--- src/hdl/spifr_params.svh ---
// offsets, field positions, reset values and divider figures of the framed serial port
`ifndef SPIFR_PARAMS_SVH
`define SPIFR_PARAMS_SVH
`define SPIFR_OFS_STAT      8'h00
`define SPIFR_OFS_CON1      8'h04
`define SPIFR_OFS_CON2      8'h08
`define SPIFR_OFS_BUF       8'h0C
`define SPIFR_STAT_EN       15
`define SPIFR_STAT_SIDL     13
`define SPIFR_STAT_OVF      6
`define SPIFR_STAT_TXF      1
`define SPIFR_STAT_RXF      0
`define SPIFR_CON2_FRM      15
`define SPIFR_CON2_DIR      14
`define SPIFR_CON2_POL      13
`define SPIFR_CON2_DLY      1
`define SPIFR_CON1_WMASK    16'h1FFF
`define SPIFR_CON1_RESET    16'h0000
`define SPIFR_CON2_RESET    16'h0000
`define SPIFR_PRI_MAX_LOG2  6
`define SPIFR_SEC_BASE      4'h8
`define SPIFR_WORD_BITS     5'h10
`define SPIFR_BYTE_BITS     5'h08
`endif

--- src/hdl/spifr_pkg.sv ---
// types of the framed serial port
package spifr_pkg;
	typedef enum logic [2:0] {
		M_IDLE  = 3'b001,
		M_PRE   = 3'b010,
		M_SHIFT = 3'b100
	} spifr_mstate_t;

	typedef struct packed {
		logic [2:0] unused;
		logic       clockPinDisable;
		logic       dataOutPinDisable;
		logic       wordWidthSelect;
		logic       samplePhase;
		logic       clockEdge;
		logic       selectPinEnable;
		logic       clockPolarity;
		logic       masterSelect;
		logic [2:0] secondaryPrescale;
		logic [1:0] primaryPrescale;
	} spifr_ctrl1_t;

	typedef struct packed {
		logic framedEnable;
		logic syncDirection;
		logic syncPolarity;
		logic syncEdge;
	} spifr_ctrl2_t;

	typedef struct packed {
		logic sckOut;
		logic sckOe;
		logic sdoOut;
		logic sdoOe;
		logic ssOut;
		logic ssOe;
	} spifr_pins_t;
endpackage

--- src/hdl/spifr_core.sv ---
// framed master/slave serial port with apb register access
//
// The implementer's own choices: the APB interface to the registers and the address map.
`timescale 1ns/100ps
`include "spifr_params.svh"

module spifr_core (
	// system
	input  wire logic                  clock,
	input  wire logic                  rst,
	input  wire logic                  idleMode,
	// apb slave
	input  wire logic                  psel,
	input  wire logic                  penable,
	input  wire logic                  pwrite,
	input  wire logic [7:0]            paddr,
	input  wire logic [31:0]           pwdata,
	output logic                       pready,
	output logic [31:0]                prdata,
	output logic                       pslverr,
	// serial pins
	input  wire logic                  sckIn,
	input  wire logic                  sdiIn,
	input  wire logic                  ssInN,
	output spifr_pkg::spifr_pins_t     pins
);
	import spifr_pkg::*;

	spifr_ctrl1_t  ctrl1_q;
	spifr_ctrl2_t  ctrl2_q;
	spifr_mstate_t mState_q;
	spifr_pins_t   pins_d;
	logic        enable_q, idleStop_q, ovf_q, txFull_q, rxFull_q;
	logic [15:0] txBuf_q, rxBuf_q, shift_q;
	logic        pready_q, pslverr_q;
	logic [31:0] prdata_q;
	logic [9:0]  divCnt_q;
	logic [4:0]  hCnt_q, bitCnt_q;
	logic        inBit_q, pend_q, armed_q, sckPrev_q, ssPrev_q;
	logic [2:0]  sync0_q, sync1_q, sync2_q, filt_q;
	logic [2:0]  rawIn;

	// pin input filter: three stages, change taken when last two agree
	assign rawIn = {ssInN, sdiIn, sckIn};
	generate
		for (genvar i = 0; i < 3; i++) begin : g_filt
			always_ff @(posedge clock or posedge rst) begin
				if (rst) begin
					sync0_q[i] <= 1'b0;
					sync1_q[i] <= 1'b0;
					sync2_q[i] <= 1'b0;
					filt_q[i]  <= 1'b0;
				end else begin
					sync0_q[i] <= rawIn[i];
					sync1_q[i] <= sync0_q[i];
					sync2_q[i] <= sync1_q[i];
					if (sync1_q[i] == sync2_q[i])
						filt_q[i] <= sync2_q[i];
				end
			end
		end
	endgenerate

	logic sckF, sdiF, ssF;
	assign sckF = filt_q[0];
	assign sdiF = filt_q[1];
	assign ssF  = filt_q[2];

	// apb decode
	logic access, wrStat, wrCon1, wrCon2, wrBuf, rdBuf, mapped;
	assign access = psel & penable & pready_q;
	assign mapped = (paddr == `SPIFR_OFS_STAT) || (paddr == `SPIFR_OFS_CON1) ||
	                (paddr == `SPIFR_OFS_CON2) || (paddr == `SPIFR_OFS_BUF);
	assign wrStat = access & pwrite & (paddr == `SPIFR_OFS_STAT);
	assign wrCon1 = access & pwrite & (paddr == `SPIFR_OFS_CON1);
	assign wrCon2 = access & pwrite & (paddr == `SPIFR_OFS_CON2);
	assign wrBuf  = access & pwrite & (paddr == `SPIFR_OFS_BUF);
	assign rdBuf  = access & ~pwrite & (paddr == `SPIFR_OFS_BUF);

	// derived controls
	logic run, isMaster, framed, ckeEff, mRun, sRun;
	logic [4:0] nBits;
	assign run      = enable_q & ~(idleStop_q & idleMode);
	assign isMaster = ctrl1_q.masterSelect;
	assign framed   = ctrl2_q.framedEnable;
	assign ckeEff   = ctrl1_q.clockEdge & ~framed;
	assign mRun     = run & isMaster & ~ctrl1_q.clockPinDisable;
	assign sRun     = run & ~isMaster;
	assign nBits    = ctrl1_q.wordWidthSelect ? `SPIFR_WORD_BITS : `SPIFR_BYTE_BITS;

	// prescaler: primary 64/16/4/1, secondary 8..1
	logic [9:0] halfLen;
	logic [3:0] secDiv;
	logic [2:0] priLog;
	assign secDiv  = `SPIFR_SEC_BASE - {1'b0, ctrl1_q.secondaryPrescale};
	assign priLog  = 3'(`SPIFR_PRI_MAX_LOG2) - {ctrl1_q.primaryPrescale, 1'b0};
	assign halfLen = 10'({6'h00, secDiv} << priLog);
	logic halfTick;
	assign halfTick = (divCnt_q == halfLen - 10'h001);

	// master sequencer
	logic mStart, mShift, mSample, mDoneClk;
	assign mStart   = mRun & (mState_q == M_IDLE) & txFull_q;
	assign mShift   = mRun & (mState_q == M_SHIFT) & halfTick & hCnt_q[0];
	assign mSample  = mRun & (mState_q == M_SHIFT) & halfTick &
	                  (hCnt_q[0] == ctrl1_q.samplePhase);
	assign mDoneClk = mShift & (hCnt_q == {nBits[3:0], 1'b0} - 5'h01);

	always_ff @(posedge clock or posedge rst) begin
		if (rst) begin
			mState_q <= M_IDLE;
			divCnt_q <= 10'h000;
			hCnt_q   <= 5'h00;
		end else if (!mRun) begin
			if (!run || !isMaster) begin
				mState_q <= M_IDLE;
				divCnt_q <= 10'h000;
				hCnt_q   <= 5'h00;
			end
		end else begin
			case (mState_q)
				M_IDLE: begin
					divCnt_q <= 10'h000;
					hCnt_q   <= 5'h00;
					if (txFull_q)
						mState_q <= (framed & ~ctrl2_q.syncDirection &
						             ~ctrl2_q.syncEdge) ? M_PRE : M_SHIFT;
				end
				M_PRE: begin
					divCnt_q <= halfTick ? 10'h000 : divCnt_q + 10'h001;
					if (halfTick) begin
						hCnt_q <= hCnt_q[0] ? 5'h00 : 5'h01;
						if (hCnt_q[0])
							mState_q <= M_SHIFT;
					end
				end
				M_SHIFT: begin
					divCnt_q <= halfTick ? 10'h000 : divCnt_q + 10'h001;
					if (halfTick)
						hCnt_q <= hCnt_q + 5'h01;
					if (mDoneClk) begin
						mState_q <= M_IDLE;
						hCnt_q   <= 5'h00;
					end
				end
				default: mState_q <= M_IDLE;
			endcase
		end
	end

	// slave edge detection and framing
	logic sLead, sTrail, sChange, sSample, ssAct, frameGo, selOk, sAbort;
	assign sLead   = (sckF != sckPrev_q) & (sckPrev_q == ctrl1_q.clockPolarity);
	assign sTrail  = (sckF != sckPrev_q) & (sckPrev_q != ctrl1_q.clockPolarity);
	assign ssAct   = (ssF == ctrl2_q.syncPolarity);
	assign frameGo = framed & ctrl2_q.syncDirection &
	                 (ctrl2_q.syncEdge ? (ssAct & (ssPrev_q != ctrl2_q.syncPolarity))
	                                   : (~ssAct & (ssPrev_q == ctrl2_q.syncPolarity)));
	assign selOk   = framed ? (ctrl2_q.syncDirection ? armed_q : 1'b1)
	                        : (~ctrl1_q.selectPinEnable | ~ssF);
	assign sAbort  = sRun & ~framed & ctrl1_q.selectPinEnable & ssF;
	assign sChange = sRun & selOk & (ckeEff ? sTrail : sLead);
	assign sSample = sRun & selOk & (ckeEff ? sLead : sTrail);

	always_ff @(posedge clock or posedge rst) begin
		if (rst) begin
			sckPrev_q <= 1'b0;
			ssPrev_q  <= 1'b0;
		end else begin
			sckPrev_q <= sckF;
			ssPrev_q  <= ssF;
		end
	end

	// shared datapath, full duplex
	logic shiftEv, sampleEv, lastBit, complete, loadEv;
	logic [15:0] rxVal;
	assign shiftEv  = isMaster ? mShift : sChange;
	assign sampleEv = isMaster ? mSample : sSample;
	assign lastBit  = (bitCnt_q == nBits - 5'h01);
	assign complete = sampleEv & lastBit;
	assign loadEv   = isMaster ? mStart
	                           : (sRun & txFull_q & (bitCnt_q == 5'h00) & ~pend_q);
	assign rxVal    = ctrl1_q.wordWidthSelect ? {shift_q[14:0], sdiF}
	                                          : {8'h00, shift_q[6:0], sdiF};

	always_ff @(posedge clock or posedge rst) begin
		if (rst) begin
			shift_q  <= 16'h0000;
			bitCnt_q <= 5'h00;
			inBit_q  <= 1'b0;
			pend_q   <= 1'b0;
		end else if (!enable_q || sAbort || mStart || (sRun && loadEv)) begin
			if (loadEv)
				shift_q <= txBuf_q;
			bitCnt_q <= 5'h00;
			pend_q   <= 1'b0;
		end else if (complete) begin
			bitCnt_q <= 5'h00;
			pend_q   <= 1'b0;
		end else if (sampleEv && shiftEv) begin
			shift_q  <= {shift_q[14:0], sdiF};
			bitCnt_q <= bitCnt_q + 5'h01;
		end else begin
			if (shiftEv && pend_q) begin
				shift_q <= {shift_q[14:0], inBit_q};
				pend_q  <= 1'b0;
			end
			if (sampleEv) begin
				inBit_q  <= sdiF;
				pend_q   <= 1'b1;
				bitCnt_q <= bitCnt_q + 5'h01;
			end
		end
	end

	// framed slave arming
	always_ff @(posedge clock or posedge rst) begin
		if (rst)
			armed_q <= 1'b0;
		else if (!enable_q || complete)
			armed_q <= 1'b0;
		else if (frameGo)
			armed_q <= 1'b1;
	end

	// control registers
	always_ff @(posedge clock or posedge rst) begin
		if (rst) begin
			enable_q   <= 1'b0;
			idleStop_q <= 1'b0;
			ctrl1_q    <= `SPIFR_CON1_RESET;
			ctrl2_q    <= 4'h0;
		end else begin
			if (wrStat) begin
				enable_q   <= pwdata[`SPIFR_STAT_EN];
				idleStop_q <= pwdata[`SPIFR_STAT_SIDL];
			end
			if (wrCon1)
				ctrl1_q <= pwdata[15:0] & `SPIFR_CON1_WMASK;
			if (wrCon2)
				ctrl2_q <= {pwdata[`SPIFR_CON2_FRM], pwdata[`SPIFR_CON2_DIR],
				            pwdata[`SPIFR_CON2_POL], pwdata[`SPIFR_CON2_DLY]};
		end
	end

	// buffers and flags, set wins over clear for transmit full and overflow only
	always_ff @(posedge clock or posedge rst) begin
		if (rst) begin
			txBuf_q  <= 16'h0000;
			rxBuf_q  <= 16'h0000;
			txFull_q <= 1'b0;
			rxFull_q <= 1'b0;
			ovf_q    <= 1'b0;
		end else begin
			if (wrBuf)
				txBuf_q <= pwdata[15:0];
			txFull_q <= wrBuf | (txFull_q & ~loadEv);
			if (complete && !rxFull_q)
				rxBuf_q <= rxVal;
			rxFull_q <= (complete & ~rxFull_q) | (rxFull_q & ~rdBuf);
			ovf_q    <= (complete & rxFull_q) |
			            (ovf_q & ~(wrStat & ~pwdata[`SPIFR_STAT_OVF]));
		end
	end

	// apb answer, one wait state
	always_ff @(posedge clock or posedge rst) begin
		if (rst) begin
			pready_q  <= 1'b0;
			pslverr_q <= 1'b0;
			prdata_q  <= 32'h00000000;
		end else begin
			pready_q  <= psel & penable & ~pready_q;
			pslverr_q <= psel & penable & ~pready_q & ~mapped;
			case (paddr)
				`SPIFR_OFS_STAT: prdata_q <= {16'h0000, enable_q, 1'b0, idleStop_q, 6'h00,
				                              ovf_q, 4'h0, txFull_q, rxFull_q};
				`SPIFR_OFS_CON1: prdata_q <= {16'h0000, ctrl1_q};
				`SPIFR_OFS_CON2: prdata_q <= {16'h0000, ctrl2_q[3:1], 11'h000,
				                              ctrl2_q[0], 1'b0};
				`SPIFR_OFS_BUF:  prdata_q <= {16'h0000, rxBuf_q};
				default:         prdata_q <= 32'h00000000;
			endcase
		end
	end
	assign pready  = pready_q;
	assign pslverr = pslverr_q;
	assign prdata  = prdata_q;

	// pin drivers
	logic syncPulse;
	assign syncPulse = (mState_q == M_PRE) |
	                   ((mState_q == M_SHIFT) & ctrl2_q.syncEdge & (hCnt_q < 5'h02));
	always_comb begin
		pins_d        = '0;
		pins_d.sckOe  = enable_q & isMaster & ~ctrl1_q.clockPinDisable;
		pins_d.sckOut = (mState_q == M_IDLE) ? ctrl1_q.clockPolarity :
		                ctrl1_q.clockPolarity ^ (ckeEff ? hCnt_q[0] : ~hCnt_q[0]);
		pins_d.sdoOe  = enable_q & ~ctrl1_q.dataOutPinDisable;
		pins_d.sdoOut = ctrl1_q.wordWidthSelect ? shift_q[15] : shift_q[7];
		pins_d.ssOe   = enable_q & isMaster & framed & ~ctrl2_q.syncDirection;
		pins_d.ssOut  = syncPulse ? ctrl2_q.syncPolarity : ~ctrl2_q.syncPolarity;
	end
	always_ff @(posedge clock or posedge rst) begin
		if (rst)
			pins <= '0;
		else
			pins <= pins_d;
	end

	// helper: samples taken in the current master transfer
	logic [4:0] sampCnt_q;
	always_ff @(posedge clock or posedge rst) begin
		if (rst)
			sampCnt_q <= 5'h00;
		else if (mStart)
			sampCnt_q <= 5'h00;
		else if (mSample)
			sampCnt_q <= sampCnt_q + 5'h01;
	end
endmodule // spifr_core

--- config.mk ---
export PLATFORM = sky130hd
export DESIGN_NAME = spifr_core
export DESIGN_NICKNAME = d
export VERILOG_FILES = /design/src/hdl/spifr_pkg.sv /design/src/hdl/spifr_core.sv
export VERILOG_INCLUDE_DIRS = /design/src /design/src/hdl
export SDC_FILE = /design/constraint.sdc
export NUM_CORES = 1
export LEC_CHECK = 0
export ABC_AREA = 1
export BUFFER_PORTS_ARGS = -buffer_cell sky130_fd_sc_hd__buf_2
export CORE_ASPECT_RATIO = 1.5
export CORE_UTILIZATION = 58
export DETAILED_ROUTE_END_ITERATION = 12
export PLACE_DENSITY = 0.8
export SYNTH_ARGS = -nofsm -noshare
export SYNTH_HDL_FRONTEND = slang
export SYNTH_SLANG_ARGS = --single-unit
--- constraint.sdc ---
create_clock -name clock -period 5.6 [get_ports clock]
set_input_delay 0.56 -clock clock [delete_from_list [all_inputs] [get_ports clock]]
set_output_delay 0.56 -clock clock [all_outputs]
set_load 0.02 [all_outputs]
==> summary.md <==
| Metric | Value |
|---|---|
| Number of cells produced by synthesis | 801 |
| Inserted Clock Buffers | 17 |
| Proportion of synthesized flip-flops having asynchronous set or reset | 1.00 |
| Via count | 5725 |
| Final Cycle Share | 0.623 |
| Achievable clock frequency | 287 MHz |
| Detailed Place HPWL | 11600 um |
| Total grt overflow | 0 |
| DR DRC count | 0 |
| TritonCTS clock tree | built |
| Final net count | 914 |
| Global-route wire length before repair | 27000 um |
| Logic pwr share | 0.032 |
| Number of register bits inferred by synthesis | 134 |
| Number of gates resized after cts | 0 |
| Worst Tran Pin Value | 1.04 ns |
| DR vias/cell | 5.62 |
| Y dimension of the die | 133 um |
| CTS root buf | clkbuf_16 |
| Initial cell density of the core | 0.601 |
| Critical-path maximum fanout | 32 |
| Portion of synthesized cell area occupied by the leading cell type | 0.498 |
| Remaining antenna violation count | 0 |
| Post-Route Setup TNS | 0 ns |
| # diodes | 0 |
| Total number of clock tree sinks | 134 |
| Required time of the critical path | 5.94 ns |
| Number of DRC markers in iteration 0 | 423 |
| Setup repair after global routing missed its margin | no |
| Average wire per standard cell | 16.2 um |
| Number of global-route vias before repair | 5582 |
| Met2 routing resource usage after global routing | 0.493 |
| Final standard cell area without fillers | 0.00761 mm2 |
| Setup violation total in the final timing report | 0 |
| FP Rows | 47 |
| Depth of the worst register-to-register path | 17 |
| Fraction of layout cells with a size suffix above 1 | 0.162 |
| Skew final | 0.00607 ns |
| Number of top-level design ports | 89 |
| Top FF cell, synth | dfrtp_1 |
| Wire length reported by the detailed router | 16500 um |
| Count of cells along the worst hold path | 1 |
| Maximum number of pins on one net before global-route repair | 78 |
| Result of the run | finished, final reports clean |
| Clock insertion delay at the later pin of the skew report | 0.42 ns |
| Number of maximum-capacitance violations | 0 |
| Final hold violations | 0 |
| Count of final max-slew check failures | 0 |
| Number of antenna violations at the first check in global routing | 0 |
| Post-Synthesis Cell Area | 0.00668 mm2 |
| GP Congestion | 0.871 |
| Kind of path behind the tightest hold check | in2reg |
| Worst-path clk slew | 0.06 ns |
| Relative area change from synthesis to final layout | 14.0% |
| Synth top area cells | dfrtp_1, nand2_1, o21ai_0 |
| Internal | 1750 uW |
| Post-CTS Setup Inserts | 0 |
| Mean post-synth cell area | 8.34 um2 |
| Unique cell type count in the Yosys netlist | 47 |
| Gr busiest metal | met2 |
| Final Critical Period | 3.49 ns |
| Arrival time at the worst endpoint | 3.83 ns |
| Yosys warns | 0 |
| Global-route usage over all layers | 0.303 |
| Quantity of hold-fixing buffers added after cts | 0 |
| Met3 Usage GRT | 0.0626 |
| Fraction of met1 tracks used by global routing | 0.366 |
| Chip Width | 89.6 um |
| Core footprint | 0.0111 mm2 |
| Proportion of synthesized chip area in sequential cells | 0.502 |
| Switching fraction of total power | 0.213 |
| Power share of the clock group | 0.524 |
| Leakage power | 0.00392 uW |
| Fraction of power consumed by sequential logic | 0.444 |
| PD cells | 292 mW/mm2 |
| Placed Instance Area | 0.00699 mm2 |
| Most area-hungry cell type in the Yosys netlist | dfrtp_1 |
| Post-layout util | 0.685 |
| Die Footprint | 0.0120 mm2 |
| Worst Setup Start Kind | flip-flop |
| Top cells by count, synth | nand2_1, dfrtp_1, inv_1 |
| Crit path capture type | flip-flop |
| Number of I/O port buffers | 56 |
| Type of the worst setup path | reg2reg |
| Top-count cell post-synth | nand2_1 |
| H-tree Lvls | 4 |
| Switching component of the power | 474 uW |
| Worst-case clock buffer depth | 2 |
| Worst IR Drop VDD | 211 uV |
| Number of enable flip-flop cells after synthesis | 0 |
| Tightest hold margin | 0.240 ns |
| Number of optimization iterations in the first detailed-route pass | 5 |
| Tightest slew margin relative to the limit | 0.302 |
-- state kept, by name, summed over array words and instances (netlist names), 6 cells and up --
register / count
rxBuf_q: 16
divCnt_q: 10
pins: 6
shift_q: 16
txBuf_q: 16
prdata: 16
ctrl1_q: 12
-- critical path, stage by stage (launching register included) --
cell and delay, ns:
dfrtp_1 0.50, inv_2 0.10, ha_1 0.34, nand3_1 0.12, ha_1 0.33, xnor2_1 0.12
o21bai_1 0.15, a21oi_1 0.12, nand3_1 0.10, nor2_1 0.12, nand3_2 0.14, nor2_4 0.16
nand3_2 0.14, nand2_4 0.16, nand2_4 0.10, nor2_4 0.47, nand3_1 0.13, o21ai_0 0.10
-- power by group through the flow --
stage	sequential (uW)	combinational (uW)	clock [uW]
floorplan	1000	52.7	0
global placement	1000	69.5	0
detailed placement	1000	71.3	0
CTS	986	71.8	1170
global route	987	80.5	1210
finish	987	71.0	1160
-- layer usage --
metal | up-vias | share of wire
li1 | 2665 | -
met1 | 2737 | 0.37
met2 | 252 | 0.51
met3 | 71 | 0.066
met4 | 0 | 0.057
met5 | - | 0
-- through the flow --
stage               instances  setup WS (ns)  total power (uW)
floorplan                 816           1.46              1060
global placement          987           2.29              1070
detailed placement        987           2.18              1070
CTS                      1019           2.14              2230
global route             1019           1.79              2280
finish                   1019           2.11              2220
-- area by class of cell --
type                       instances  area (um2)
clock buffer                      18         439
clock inverter                    14         183
fill                             852        3500
inverter                          99         379
multi-input combinational        549        2780
sequential                       134        3350
tap                              147         184
timing repair buffer              58         295
-- path summary, 6_finish.rpt --
check                                            start                      end  slack (ns)
worst max register to register  ctrl1_q[2]$_DFFE_PP0P_  rxBuf_q[14]$_DFFE_PP0P_        2.11
worst min-delay path                             ssInN     sync0_q[2]$_DFF_PP0_        0.24
min in group asynchronous                          rst  divCnt_q[5]$_DFFE_PP0P_        0.35
max in group asynchronous                          rst      prdata[2]$_DFF_PP0_        3.97
worst max-delay path            ctrl1_q[2]$_DFFE_PP0P_  rxBuf_q[14]$_DFFE_PP0P_        2.11
worst min register to register    sync0_q[2]$_DFF_PP0_     sync1_q[2]$_DFF_PP0_        0.35
-- cell usage in the layout, fill, tap and decap left out, types with 6 or more instances in the layout --
cell type	netlist	layout
nor4_1	6	6
clkbuf_16	0	17
clkinv_2	0	6
nand3_1	51	51
o22ai_1	13	13
xor2_1	16	16
buf_2	3	56
nand4_1	8	8
nand2_2	18	18
ha_1	6	6
nor2_2	6	6
inv_1	90	89
o21ai_0	76	76
nand2_4	6	6
conb_1	1	16
nor2_1	43	43
dfrtp_1	133	133
inv_2	6	6
nor3_1	11	11
nand2_1	226	226
-- logic make-up after synthesis --
group	share of synthesized area
and+or+nand+nor	0.265
xor gates and xnor gates	0.0275
buffers and inverters	0.0898
AOI/OAI and AO/OA	0.0993
DFF	0.502
adders and majority gates	0.0157
other	0.000562
No activity file was read; power rests on OpenSTA's default activity.
